[src/include/sstx_pkg.sv]
// package for the serial transmit clock and frame block
package sstx_pkg;
  localparam logic [31:0] SSTX_ADDR_CTRL      = 32'hF0010000;
  localparam logic [31:0] SSTX_ADDR_CLK_MODE  = 32'hF0010018;
  localparam logic [31:0] SSTX_ADDR_FRM_MODE  = 32'hF001001C;
  localparam logic [31:0] SSTX_ADDR_RX_HOLD   = 32'hF0010020;
  localparam logic [31:0] SSTX_ADDR_TX_HOLD   = 32'hF0010024;
  localparam logic [31:0] SSTX_ADDR_SYNC_HOLD = 32'hF0010034;
  localparam logic [31:0] SSTX_ADDR_STATUS    = 32'hF0010040;
  localparam logic [31:0] SSTX_ADDR_WPROT     = 32'hF00100E4;
  localparam int SSTX_CTRL_TX_EN_BIT   = 0;
  localparam int SSTX_CTRL_MDRIVE_BIT  = 1;
  localparam int SSTX_STAT_TX_SYNC_BIT = 10;
  localparam int SSTX_STAT_TX_EN_BIT   = 16;
  localparam int SSTX_WPROT_EN_BIT     = 0;
  localparam int SSTX_EXT_WEIGHT       = 16;
  localparam int SSTX_SYNC_WIDTH       = 16;
  localparam int SSTX_MCK_HALF_CYCLES  = 2;
  localparam logic [31:0] SSTX_RESET_WORD = 32'h00000000;

  typedef struct packed {
    logic [7:0] period;
    logic [7:0] start_delay;
    logic [3:0] reserved;
    logic [3:0] start_select;
    logic [1:0] tx_clock_gating;
    logic       tx_clock_invert;
    logic [2:0] tx_clock_output_select;
    logic [1:0] tx_clock_source_select;
  } sstx_clk_mode_t;

  typedef struct packed {
    logic [3:0] sync_length_extension;
    logic [2:0] reserved_hi;
    logic       sync_edge_select;
    logic       sync_data_enable;
    logic [2:0] sync_output_select;
    logic [3:0] sync_length;
    logic [3:0] reserved_mid;
    logic [3:0] words_per_frame;
    logic       bit_order;
    logic       reserved_lo;
    logic       idle_data_level;
    logic [4:0] word_length;
  } sstx_frm_mode_t;

  typedef enum logic [1:0] {
    SSTX_IDLE  = 2'b00,
    SSTX_DELAY = 2'b01,
    SSTX_DATA  = 2'b11
  } sstx_state_t;
endpackage

[src/hdl/sstx_core.sv]
// transmit clock, frame sync and data sequencer with its registers
//
// Operation
// - source select picks divided, tx pin, rx pin
// - clock output none, continuous, or transfer only
// - invert bit swaps shift and sample edges
// - inversion never reaches the clock pin
// - gating by frame pin low or high
// - start on holding write, or with receiver
// - start on frame pin level, edge, compare
// - start delay counts clocks before data
// - delay also applies to receiver start
// - period field makes sync every 2(p+1)
// - frame mode writes ignored while protected
// - word length field plus one bits
// - idle level on pin, multi-drive enable
// - bit order selects lsb or msb first
// - words per frame field plus one words
// - sync length plus sixteen extension plus one
// - frame sync output shapes by select field
// - sync data shifted out during sync
// - edge select chooses which sync edge flags
// - received word stored right aligned
// - sync flag sticky, cleared by status read
//
// The implementer's own choice: the strobed register port.
`timescale 1ns/1ps
module sstx_core
  import sstx_pkg::*;
#(
  parameter int DATA_WIDTH = 32,
  parameter int MCK_HALF   = SSTX_MCK_HALF_CYCLES
) (
  input  wire logic        sys_clk,
  input  wire logic        rst_n,
  input  wire logic [31:0] bus_addr,
  input  wire logic [31:0] bus_wdata,
  input  wire logic        bus_write,
  input  wire logic        bus_read,
  output logic      [31:0] bus_rdata,
  input  wire logic        tx_clock_pin_level,
  output logic             tx_clock_pin_value,
  output logic             tx_clock_pin_oe,
  input  wire logic        rx_clock_pin_level,
  input  wire logic        tx_frame_pin_level,
  output logic             tx_frame_pin_value,
  output logic             tx_frame_pin_oe,
  output logic             serial_out_pin_value,
  output logic             serial_out_pin_oe,
  input  wire logic        rx_start,
  input  wire logic        compare0_event,
  input  wire logic [31:0] received_word,
  input  wire logic        received_word_valid
);
  sstx_clk_mode_t  clk_mode_reg;
  sstx_frm_mode_t  frm_mode_reg;
  logic [31:0]     rx_holding_reg;
  logic [DATA_WIDTH-1:0] tx_holding_reg;
  logic            hold_full_reg;
  logic [SSTX_SYNC_WIDTH-1:0] sync_holding_reg;
  logic            tx_en_reg;
  logic            mdrive_reg;
  logic            wprot_reg;
  logic            tx_sync_reg;
  sstx_state_t     state_reg;
  logic [DATA_WIDTH-1:0] shift_reg;
  logic [4:0]      bit_cnt_reg;
  logic [3:0]      word_cnt_reg;
  logic [7:0]      delay_cnt_reg;
  logic [8:0]      sync_cnt_reg;
  logic            sync_act_reg;
  logic [8:0]      per_cnt_reg;
  logic            start_pend_reg;
  logic            toggle_reg;
  logic            fs_prev_reg;
  logic            tf_prev_reg;
  logic            clk_prev_reg;
  logic            mck_reg;
  logic [7:0]      mck_cnt_reg;
  logic            sel_clk;
  logic            shift_tick;
  logic            sample_tick;
  logic            gate_ok;
  logic            start_evt;
  logic            per_pulse;
  logic            load_word;
  logic            last_bit;
  logic [8:0]      sync_len;
  logic [4:0]      data_idx;
  logic [8:0]      sync_idx;
  logic            data_bit;
  logic            sync_bit;
  logic            out_level;
  logic            fs_level;
  logic            fs_seen;
  logic            status_read;

  assign status_read = bus_read && (bus_addr == SSTX_ADDR_STATUS);

  // divided system clock, free running
  always_ff @(posedge sys_clk or negedge rst_n) begin
    if (!rst_n) begin
      mck_cnt_reg <= 8'h00;
      mck_reg     <= 1'b0;
    end else if (mck_cnt_reg == 8'(MCK_HALF - 1)) begin
      mck_cnt_reg <= 8'h00;
      mck_reg     <= ~mck_reg;
    end else begin
      mck_cnt_reg <= mck_cnt_reg + 8'h01;
    end
  end

  always_comb begin
    case (clk_mode_reg.tx_clock_source_select)
      2'h0:    sel_clk = mck_reg;
      2'h1:    sel_clk = tx_clock_pin_level;
      2'h2:    sel_clk = rx_clock_pin_level;
      default: sel_clk = 1'b0;
    endcase
    case (clk_mode_reg.tx_clock_gating)
      2'h1:    gate_ok = !tx_frame_pin_level;
      2'h2:    gate_ok = tx_frame_pin_level;
      default: gate_ok = 1'b1;
    endcase
  end

  always_ff @(posedge sys_clk or negedge rst_n) begin
    if (!rst_n) begin
      clk_prev_reg <= 1'b0;
    end else begin
      clk_prev_reg <= sel_clk;
    end
  end

  // shift on falling edge unless inverted; sampling takes the other edge
  assign shift_tick  = gate_ok && (clk_mode_reg.tx_clock_invert ?
                       (sel_clk && !clk_prev_reg) : (!sel_clk && clk_prev_reg));
  assign sample_tick = gate_ok && (clk_mode_reg.tx_clock_invert ?
                       (!sel_clk && clk_prev_reg) : (sel_clk && !clk_prev_reg));

  // clock pin carries the uninverted clock; output select 1, or 2 while not idle, drives it out for every source except the tx pin
  assign tx_clock_pin_value = sel_clk;
  assign tx_clock_pin_oe    = (clk_mode_reg.tx_clock_source_select != 2'h1) &&
                              ((clk_mode_reg.tx_clock_output_select == 3'h1) ||
                               ((clk_mode_reg.tx_clock_output_select == 3'h2) &&
                                (state_reg != SSTX_IDLE)));

  // register writes
  always_ff @(posedge sys_clk or negedge rst_n) begin
    if (!rst_n) begin
      clk_mode_reg     <= SSTX_RESET_WORD;
      frm_mode_reg     <= SSTX_RESET_WORD;
      sync_holding_reg <= '0;
      tx_en_reg        <= 1'b0;
      mdrive_reg       <= 1'b0;
      wprot_reg        <= 1'b0;
    end else if (bus_write) begin
      if (bus_addr == SSTX_ADDR_CTRL) begin
        tx_en_reg  <= bus_wdata[SSTX_CTRL_TX_EN_BIT];
        mdrive_reg <= bus_wdata[SSTX_CTRL_MDRIVE_BIT];
      end else if (bus_addr == SSTX_ADDR_CLK_MODE && !wprot_reg) begin
        clk_mode_reg <= bus_wdata;
      end else if (bus_addr == SSTX_ADDR_FRM_MODE && !wprot_reg) begin
        frm_mode_reg <= bus_wdata;
      end else if (bus_addr == SSTX_ADDR_SYNC_HOLD) begin
        sync_holding_reg <= bus_wdata[SSTX_SYNC_WIDTH-1:0];
      end else if (bus_addr == SSTX_ADDR_WPROT) begin
        wprot_reg <= bus_wdata[SSTX_WPROT_EN_BIT];
      end
    end
  end

  // holding registers; a new write wins over the load that empties it
  always_ff @(posedge sys_clk or negedge rst_n) begin
    if (!rst_n) begin
      tx_holding_reg <= '0;
      hold_full_reg  <= 1'b0;
      rx_holding_reg <= 32'h00000000;
    end else begin
      if (bus_write && bus_addr == SSTX_ADDR_TX_HOLD) begin
        tx_holding_reg <= bus_wdata[DATA_WIDTH-1:0];
        hold_full_reg  <= 1'b1;
      end else if (load_word) begin
        hold_full_reg <= 1'b0;
      end
      if (received_word_valid) begin
        rx_holding_reg <= received_word;
      end
    end
  end

  // read data valid only in the cycle after the strobe
  always_ff @(posedge sys_clk or negedge rst_n) begin
    if (!rst_n) begin
      bus_rdata <= 32'h00000000;
    end else if (!bus_read) begin
      bus_rdata <= 32'h00000000;
    end else if (bus_addr == SSTX_ADDR_CTRL) begin
      bus_rdata <= {30'h00000000, mdrive_reg, tx_en_reg};
    end else if (bus_addr == SSTX_ADDR_CLK_MODE) begin
      bus_rdata <= clk_mode_reg;
    end else if (bus_addr == SSTX_ADDR_FRM_MODE) begin
      bus_rdata <= frm_mode_reg;
    end else if (bus_addr == SSTX_ADDR_RX_HOLD) begin
      bus_rdata <= rx_holding_reg;
    end else if (bus_addr == SSTX_ADDR_SYNC_HOLD) begin
      bus_rdata <= 32'(sync_holding_reg);
    end else if (bus_addr == SSTX_ADDR_STATUS) begin
      bus_rdata <= (32'(tx_sync_reg) << SSTX_STAT_TX_SYNC_BIT) |
                   (32'(tx_en_reg) << SSTX_STAT_TX_EN_BIT);
    end else if (bus_addr == SSTX_ADDR_WPROT) begin
      bus_rdata <= 32'(wprot_reg);
    end else begin
      bus_rdata <= 32'h00000000;
    end
  end

  // start events are latched until the next shift tick in idle
  always_comb begin
    case (clk_mode_reg.start_select)
      4'h1:    start_evt = rx_start;
      4'h2:    start_evt = sample_tick && !tx_frame_pin_level;
      4'h3:    start_evt = sample_tick && tx_frame_pin_level;
      4'h4:    start_evt = sample_tick && tf_prev_reg && !tx_frame_pin_level;
      4'h5:    start_evt = sample_tick && !tf_prev_reg && tx_frame_pin_level;
      4'h6,
      4'h7:    start_evt = sample_tick && (tf_prev_reg != tx_frame_pin_level);
      4'h8:    start_evt = compare0_event;
      default: start_evt = 1'b0;
    endcase
  end

  always_ff @(posedge sys_clk or negedge rst_n) begin
    if (!rst_n) begin
      tf_prev_reg    <= 1'b0;
      start_pend_reg <= 1'b0;
    end else begin
      if (sample_tick) begin
        tf_prev_reg <= tx_frame_pin_level;
      end
      if (!tx_en_reg) begin
        start_pend_reg <= 1'b0;
      end else if (start_evt) begin
        start_pend_reg <= 1'b1;
      end else if (shift_tick && state_reg == SSTX_IDLE) begin
        start_pend_reg <= 1'b0;
      end
    end
  end

  assign last_bit  = (bit_cnt_reg == frm_mode_reg.word_length);
  assign load_word = shift_tick && (
    (state_reg == SSTX_IDLE && tx_en_reg && frm_mode_reg.word_length != 5'h00 &&
     clk_mode_reg.start_delay == 8'h00 &&
     (clk_mode_reg.start_select == 4'h0 ? hold_full_reg : start_pend_reg)) ||
    (state_reg == SSTX_DELAY && delay_cnt_reg == 8'h01) ||
    (state_reg == SSTX_DATA && last_bit && word_cnt_reg != frm_mode_reg.words_per_frame));

  // frame sequencer, advanced only on shift ticks
  always_ff @(posedge sys_clk or negedge rst_n) begin
    if (!rst_n) begin
      state_reg     <= SSTX_IDLE;
      delay_cnt_reg <= 8'h00;
      bit_cnt_reg   <= 5'h00;
      word_cnt_reg  <= 4'h0;
      shift_reg     <= '0;
    end else if (shift_tick) begin
      case (state_reg)
        SSTX_IDLE: begin
          // illegal one-bit words keep the transmitter parked
          if (tx_en_reg && frm_mode_reg.word_length != 5'h00 &&
              (clk_mode_reg.start_select == 4'h0 ? hold_full_reg : start_pend_reg)) begin
            delay_cnt_reg <= clk_mode_reg.start_delay;
            word_cnt_reg  <= 4'h0;
            bit_cnt_reg   <= 5'h00;
            if (clk_mode_reg.start_delay == 8'h00) begin
              state_reg <= SSTX_DATA;
              shift_reg <= tx_holding_reg;
            end else begin
              state_reg <= SSTX_DELAY;
            end
          end
        end
        SSTX_DELAY: begin
          delay_cnt_reg <= delay_cnt_reg - 8'h01;
          if (delay_cnt_reg == 8'h01) begin
            state_reg <= SSTX_DATA;
            shift_reg <= tx_holding_reg;
          end
        end
        SSTX_DATA: begin
          if (!last_bit) begin
            bit_cnt_reg <= bit_cnt_reg + 5'h01;
          end else if (word_cnt_reg == frm_mode_reg.words_per_frame) begin
            state_reg <= SSTX_IDLE;
          end else begin
            word_cnt_reg <= word_cnt_reg + 4'h1;
            bit_cnt_reg  <= 5'h00;
            shift_reg    <= tx_holding_reg;
          end
        end
        default: state_reg <= SSTX_IDLE;
      endcase
    end
  end

  assign sync_len  = 9'(frm_mode_reg.sync_length) +
                     9'(frm_mode_reg.sync_length_extension) * 9'(SSTX_EXT_WEIGHT) + 9'h001;
  // period counter spans 2*(p+1) shift ticks
  assign per_pulse = shift_tick && clk_mode_reg.period != 8'h00 &&
                     per_cnt_reg == {clk_mode_reg.period, 1'b1};

  // sync pulse runs beside the delay; a short delay lets data cut it off
  always_ff @(posedge sys_clk or negedge rst_n) begin
    if (!rst_n) begin
      per_cnt_reg  <= 9'h000;
      sync_cnt_reg <= 9'h000;
      sync_act_reg <= 1'b0;
      toggle_reg   <= 1'b0;
    end else if (shift_tick) begin
      per_cnt_reg <= (per_pulse || clk_mode_reg.period == 8'h00) ? 9'h000 :
                     per_cnt_reg + 9'h001;
      if ((state_reg == SSTX_IDLE && load_word) ||
          (state_reg == SSTX_IDLE && tx_en_reg && (clk_mode_reg.start_select == 4'h0 ?
           hold_full_reg : start_pend_reg) && frm_mode_reg.word_length != 5'h00) ||
          per_pulse) begin
        sync_act_reg <= 1'b1;
        sync_cnt_reg <= 9'h000;
        toggle_reg   <= ~toggle_reg;
      end else if (sync_act_reg) begin
        if (sync_cnt_reg == sync_len - 9'h001) begin
          sync_act_reg <= 1'b0;
        end
        sync_cnt_reg <= sync_cnt_reg + 9'h001;
      end
    end
  end

  assign data_idx = frm_mode_reg.bit_order ?
                    frm_mode_reg.word_length - bit_cnt_reg : bit_cnt_reg;
  assign data_bit = shift_reg[data_idx];
  assign sync_idx = frm_mode_reg.bit_order ? sync_len - 9'h001 - sync_cnt_reg : sync_cnt_reg;
  // sync data longer than the holding word pads with the idle level
  assign sync_bit = (sync_idx < 9'(SSTX_SYNC_WIDTH)) ?
                    sync_holding_reg[sync_idx[3:0]] : frm_mode_reg.idle_data_level;

  always_comb begin
    if (state_reg == SSTX_DATA) begin
      out_level = data_bit;
    end else if (sync_act_reg && frm_mode_reg.sync_data_enable) begin
      out_level = sync_bit;
    end else begin
      out_level = frm_mode_reg.idle_data_level;
    end
    case (frm_mode_reg.sync_output_select)
      3'h1:    fs_level = !sync_act_reg;
      3'h2:    fs_level = sync_act_reg;
      3'h3:    fs_level = state_reg != SSTX_DATA;
      3'h4:    fs_level = state_reg == SSTX_DATA;
      3'h5:    fs_level = toggle_reg;
      default: fs_level = 1'b0;
    endcase
  end

  assign fs_seen = tx_frame_pin_oe ? tx_frame_pin_value : tx_frame_pin_level;

  // serial and frame pins from flip-flops; sync flag set wins over the clearing read
  always_ff @(posedge sys_clk or negedge rst_n) begin
    if (!rst_n) begin
      serial_out_pin_value <= 1'b0;
      serial_out_pin_oe    <= 1'b0;
      tx_frame_pin_value   <= 1'b0;
      tx_frame_pin_oe      <= 1'b0;
      fs_prev_reg          <= 1'b0;
      tx_sync_reg          <= 1'b0;
    end else begin
      serial_out_pin_value <= out_level;
      serial_out_pin_oe    <= !mdrive_reg || out_level;
      tx_frame_pin_value   <= fs_level;
      tx_frame_pin_oe      <= frm_mode_reg.sync_output_select inside {3'h1, 3'h2, 3'h3,
                                                                   3'h4, 3'h5};
      fs_prev_reg          <= fs_seen;
      if (frm_mode_reg.sync_edge_select ? (fs_prev_reg && !fs_seen) :
                                          (!fs_prev_reg && fs_seen)) begin
        tx_sync_reg <= 1'b1;
      end else if (status_read) begin
        tx_sync_reg <= 1'b0;
      end
    end
  end
endmodule

[config.mk]
export PLATFORM = sky130hd
export DESIGN_NAME = sstx_core
export DESIGN_NICKNAME = d
export VERILOG_FILES = /design/src/include/sstx_pkg.sv /design/src/hdl/sstx_core.sv
export SDC_FILE = /design/constraint.sdc
export NUM_CORES = 1
export LEC_CHECK = 0
export ABC_AREA = 1
export BUFFER_PORTS_ARGS = -buffer_cell sky130_fd_sc_hd__buf_2
export CAP_MARGIN = 0
export CORE_MARGIN = 5
export CORE_UTILIZATION = 32
export CTS_BUF_LIST = sky130_fd_sc_hd__clkbuf_16
export CTS_CLUSTER_DIAMETER = 150
export DETAILED_ROUTE_END_ITERATION = 8
export PLACE_DENSITY = 0.58
export REMOVE_ABC_BUFFERS = 1
export SYNTH_ARGS = -nofsm -noshare
export SYNTH_HDL_FRONTEND = slang
export SYNTH_SLANG_ARGS = --single-unit
[constraint.sdc]
create_clock -name sys_clk -period 2.5 [get_ports sys_clk]
set_input_delay 0.25 -clock sys_clk [delete_from_list [all_inputs] [get_ports sys_clk]]
set_output_delay 0.25 -clock sys_clk [all_outputs]
set_load 0.01 [all_outputs]
======== Yosys cells after proc, flatten, opt, wreduce, memory -nomap -nowiden ========
Index checks and enable logic that the tools add are counted.
storage, ports and cells
  register bits after elaboration ......... 269
  output and inout bits ................... 38
cells by class
  $add $sub $neg .......................... 11
  $lt $le $gt $ge ......................... 3
  equal/unequal tests ..................... 47
  mux-type cells .......................... 62
  bitwise operators ....................... 7
  reduce and logical (&&, ||, !) cells .... 80
operator list
  operator                                              count
  2-to-1 mux 32 bit                                     10
  equality test 32 bit (second input constant)          8
  one-hot mux 32 bit (3 select lines)                   1
  logical AND 1 bit                                     36
  2-to-1 mux 9 bit                                      4
  2-to-1 mux 17 bit                                     2
  adder 9 x 1 -> 9 bit (second input constant)          3
  2-to-1 mux 1 bit                                      21
  2-to-1 mux 5 bit                                      4
  equality test 9 bit                                   2
  bitwise OR 11 x 17 -> 17 bit                          1
  equality test 4 x 3 -> 1 bit (second input constant)  4
  equality test 8 x 1 -> 1 bit (second input constant)  2
  logical NOT 8 bit                                     2
  2-to-1 mux 8 bit                                      2
  one-hot mux 8 bit (2 select lines)                    1
  AND reduction 5 bit                                   3
  2-to-1 mux 4 bit                                      3
  nonzero test 2 bit                                    6
  2-to-1 mux 2 bit                                      5
  != test 2 x 1 -> 1 bit (second input constant)        5
  one-hot mux 5 bit (2 select lines)                    1
  nonzero test 5 bit                                    2
  adder 4 x 8 -> 9 bit                                  1
  other kinds (46)                                      81

======== Logic depth before layout (Yosys ltp) ========
  depth after elaboration ................. 13
  gate-level depth with buffers ........... 16
  depth with buffers taken out ............ 16

======== Worst setup path after synthesis ========
Ideal clock, no wire load.
  path kind ............................... register to register
  start point ............................. register frm_mode_reg[0] (netlist name)
  end point ............................... register serial_out_pin_oe
  arrival time ............................ 1.973 ns
  data required time ...................... 2.374 ns
  path slack .............................. 0.401 ns
  stages on the path, launching flop included .. 16
  buffers on the path ..................... 0
  clock period less this slack ............ 2.099 ns
  cell sequence ........................... dfrtp_1 -> inv_1 -> ha_1 -> inv_1 -> fa_1 -> nand2_1 -> o21ai_2 -> inv_1 -> o211ai_1 -> nand2_1 -> nand2_1 -> nand3_1 -> nand3_1 -> nand2_1 -> nand2_1 -> nand3_1
on the way
  cells in the longest elaborated chain, start to end .. 6
RTL lines
  item                                    RTL line          RTL
  from (decl)                             sstx_core.sv:56   sstx_frm_mode_t frm_mode_reg;
  from (signal assigned)                  sstx_core.sv:164  frm_mode_reg <= bus_wdata;
  subtractor 5 bit                        sstx_core.sv:340  frm_mode_reg.word_length - bit_cnt_reg : bit_cnt_reg;
  2-to-1 mux 5 bit                        sstx_core.sv:339  assign data_idx = frm_mode_reg.bit_order ?
  binary-select mux 1 bit (select 5 bit)  sstx_core.sv:341  assign data_bit = shift_reg[data_idx];
  2-to-1 mux 1 bit (not written as such)  sstx_core.sv:341
  2-to-1 mux 1 bit                        sstx_core.sv:348  if (state_reg == SSTX_DATA) begin
  logical OR 1 bit                        sstx_core.sv:378  serial_out_pin_oe <= !mdrive_reg || out_level;
  to (signal assigned)                    sstx_core.sv:378
  to (decl)                               sstx_core.sv:49   output logic serial_out_pin_oe,
Every way passes these cells. The select of a mux whose other input is x is not followed.
A chain may end at the register's enable or synchronous reset.

======== Worst setup path in the final report ========
  start point ............................. register state_reg[0]
  end point ............................... output tx_clock_pin_oe
on the way
  cells in the longest elaborated chain, start to end .. 4
RTL lines
  item                    RTL line          RTL
  from (decl)             sstx_core.sv:65   sstx_state_t state_reg;
  from (signal assigned)  sstx_core.sv:262  state_reg <= SSTX_IDLE;
  from (signal assigned)  sstx_core.sv:277  state_reg <= SSTX_DATA;
  from (signal assigned)  sstx_core.sv:280  state_reg <= SSTX_DELAY;
  nonzero test 2 bit      sstx_core.sv:146  (state_reg != SSTX_IDLE)));
  logical AND 1 bit       sstx_core.sv:145  ((clk_mode_reg.tx_clock_output_select == 3'h2) &&
  logical OR 1 bit        sstx_core.sv:144  ((clk_mode_reg.tx_clock_output_select == 3'h1) ||
  logical AND 1 bit       sstx_core.sv:143  assign tx_clock_pin_oe = (clk_mode_reg.tx_clock_source_select != 2'h1) &&
  to (decl)               sstx_core.sv:43   output logic tx_clock_pin_oe,
Every way passes these cells.

==> impl_metrics.env <==
export IMPL_status="finished, final reports clean"
export IMPL_cap_violations=0
export IMPL_holdWs_ns=0.0236
export IMPL_gr_usage_met3_pct=2.45
export IMPL_cts_root_buf="clkbuf_16"
export IMPL_dieHeight_um=217
export IMPL_path_cells="inv_1, ha_1, inv_1, a21oi_1, a2111oi_2, buf_2"
export IMPL_firstDrtPassIters=5
export IMPL_power_leakage_nw=8.30
export IMPL_avgRoutedWirePerCell_um=16.2
export IMPL_synth_fa_ha_area_share_pct=2.66
export IMPL_grt_pass1_vias=11900
export IMPL_cts_max_level=1
export IMPL_avgSynthCellArea_um2=7.92
export IMPL_finalWirelength_um=40600
export IMPL_synth_cell_types=48
export IMPL_post_route_util_pct=39.8
export IMPL_grt_max_degree=69
export IMPL_layout_common_cells="nand2_1 (432), dfrtp_1 (269), o21ai_0 (247), inv_1 (227), buf_2 (142)"
export IMPL_drtIter0Drc=942
export IMPL_min_path_type="in2reg"
export IMPL_grt_antenna_before_repair=0
export IMPL_synth_compound_area_share_pct=15.8
export IMPL_hold_violations=0
export IMPL_fp_dieArea_um2=47100
export IMPL_use_met1_pct=24.3
export IMPL_grtUsageMet2_pct=27.9
export IMPL_fin_ws_ns=0.119
export IMPL_clk_pin_slew_worst_paths_ns=0.07
export IMPL_crit_fanout=5
export IMPL_numClockSinks=269
export IMPL_synth_xor_area_share_pct=1.85
export IMPL_finalCriticalPeriod_ns=2.38
export IMPL_synth_edf_count=0
export IMPL_slowest_stage="dfrtp_1"
export IMPL_stdcell_area_um2=16800
export IMPL_path_common_cell="inv_1"
export IMPL_peakVddDrop_v=0.000472
export IMPL_netlist_instances=1732
export IMPL_coreArea_um2=42200
export IMPL_fmax_mhz=420
export IMPL_p_seq_share_pct=47.6
export IMPL_clock_power_share_pct=47.8
export IMPL_fin_tns_setup_ns=0
export IMPL_cp_required_ns=2.25
export IMPL_layout_drive_gt1_share_pct=15.1
export IMPL_p_sw_mw=2.10
export IMPL_cts_buffer_depth=3
export IMPL_r2r_end="serial_out_pin_oe$_DFF_PN0_"
export IMPL_top_level_ports=144
export IMPL_p_comb_share_pct=4.6
export IMPL_dp_cells=2402
export IMPL_start_util_pct=32.5
export IMPL_cpPeakStageDelay_ns=0.38
export IMPL_min_period_over_period_pct=95.2
export IMPL_synthMuxAreaShare_pct=0.164
export IMPL_async_flop_share_pct=100
export IMPL_cp_start_kind="flip-flop"
export IMPL_hold_path_depth=3
export IMPL_whs_endpoint="tx_holding_reg[4]$_DFFE_PN0P_"
export IMPL_synth_seq_cells=269
export IMPL_place_area_um2=15300
export IMPL_intPower_mw=7.18
export IMPL_place_gp_congestion=0.926
export IMPL_end_kind="primary output"
export IMPL_hold_start="bus_wdata[4]"
export IMPL_rsz0062_at_grt="no"
export IMPL_synth_main_ff_cell="dfrtp_1"
export IMPL_numCtsBuffers=29
export IMPL_tightest_slew_ns=0.713
export IMPL_rr_startpoint="frm_mode_reg[16]$_DFFE_PN0P_"
export IMPL_grt_overflow=0
export IMPL_ant_nets=0
export IMPL_power_density_nw_per_um2=552
export IMPL_crit_arrival_ns=2.13
export IMPL_drc=0
export IMPL_synthSimpleGateAreaFrac_pct=21.9
export IMPL_yosys_warnings=0
export IMPL_netSwitchingFraction_pct=22.6
export IMPL_n_antenna_cell=0
export IMPL_grt_first_pass_wirelength_um=65600
export IMPL_viasPerCell=4.80
export IMPL_insertion_delay_ns=0.57
export IMPL_cts_tree="yes"
export IMPL_fin_skew_ns=0.0271
export IMPL_reg2reg_depth=15
export IMPL_portBuffers=143
export IMPL_synthToLayoutAreaGrowth_pct=22.5
export IMPL_vias=12000
export IMPL_setup_violations=0
export IMPL_total_power_mw=9.28
export IMPL_num_rows=75
export IMPL_ys_seq_area_share_pct=49.1
export IMPL_netlist_area_um2=13700
export IMPL_drv_slew=0
export IMPL_finalNonFillerCells=2502
export IMPL_slew_headroom_pct=52.0
export IMPL_final_common_cell="nand2_1"
export IMPL_synth_top_family_by_area="simple AND/OR/NAND/NOR gates"
export IMPL_dp_slack_ns=0.139
export IMPL_grt_use_total_pct=17.1
export IMPL_nets=2074
export IMPL_reg2reg_slack_ns=0.18
export IMPL_worstSetupPathType="reg2out"
export IMPL_busiest_layer="met2"
export IMPL_die_x_um=217
export IMPL_dp_hpwl_um=30200
synthesized netlist by cell type (all sizes together) (3+ instances only):
cell    count  share of area (%)
inv       231                6.3
nor4        5               0.23
nor3       21               0.80
xnor2       4               0.26
nor2      122                3.7
nor3b       4               0.26
buf        28                1.2
nand4      24                1.2
or2         5               0.23
nand2     437                 12
o21bai      3               0.16
nand3b      9               0.49
a31oi       3               0.14
o21ai     285                 10
dfrtp     269                 49
o22ai       5               0.23
xor2       25                1.6
o211ai     16               0.88
a21oi      82                3.3
ha         26                2.4
clkbuf     36               0.99
nand3      78                3.0
cell type report:
class                           instances  area (um2)
Fill cell                            4380       25400
Sequential cell                       269        6730
Multi-Input combinational cell       1168        5870
Timing Repair Buffer                  241        1690
Inverter                              231         867
Clock buffer                           29         726
Tap cell                              539         674
Clock inverter                         25         248
routing by layer:
layer | wire, um | up-vias
met3 | 1850 | 50
met2 | 18700 | 254
met1 | 19200 | 5690
li1 | - | 6019
met4 | 875 | 0
met5 | 0 | -
logic make-up after synthesis:
logic type / Yosys count
multiplexers: 2
flip-flops: 269
AND/OR/NAND/NOR: 705
buffers and inverters: 295
adder cells (fa/ha/maj): 28
XOR/XNOR: 29
AO/OA/AOI/OAI: 404
worst max-delay path by stage:
stage                            startpoint                          end  slack, ns
4_1_cts            state_reg[0]$_DFFE_PN0P_              tx_clock_pin_oe       0.10
5_1_grt         frm_mode_reg[0]$_DFFE_PN0P_  serial_out_pin_oe$_DFF_PN0_      0.006
6_report           state_reg[0]$_DFFE_PN0P_              tx_clock_pin_oe       0.12
3_5_place_dp   frm_mode_reg[16]$_DFFE_PN0P_  serial_out_pin_oe$_DFF_PN0_       0.14
2_1_floorplan                   bus_addr[8]  frm_mode_reg[0]$_DFFE_PN0P_      -0.03
3_3_place_gp   frm_mode_reg[16]$_DFFE_PN0P_  serial_out_pin_oe$_DFF_PN0_       0.17
power by group through the flow:
| stage | Combinational [mW] | Clock (mW) | Sequential, mW |
|---|---|---|---|
| global route | 0.496 | 4.71 | 4.42 |
| floorplan | 0.106 | 0 | 4.49 |
| CTS | 0.445 | 4.55 | 4.41 |
| finish | 0.431 | 4.44 | 4.41 |
| detailed placement | 0.388 | 0 | 4.49 |
| global placement | 0.384 | 0 | 4.49 |
what timing repair did:
item,4_1_cts,5_1_grt
hold endpoints to repair,104,0
buffers inserted,0,0
endpoints found under the setup margin,1,26
hold buffers,46,0
gates resized for setup,2,12
pin swaps,0,1
cloned,0,0
worst max-delay path: cells and delay by family (launching register included):
family | cells | cell delay [ns]
flip-flops | 1 | 0.38
AO/OA/AOI/OAI | 2 | 0.43
adder cells (fa/ha/maj) | 1 | 0.22
buffers and inverters | 3 | 0.55
Power figures use the tool's default switching activity.
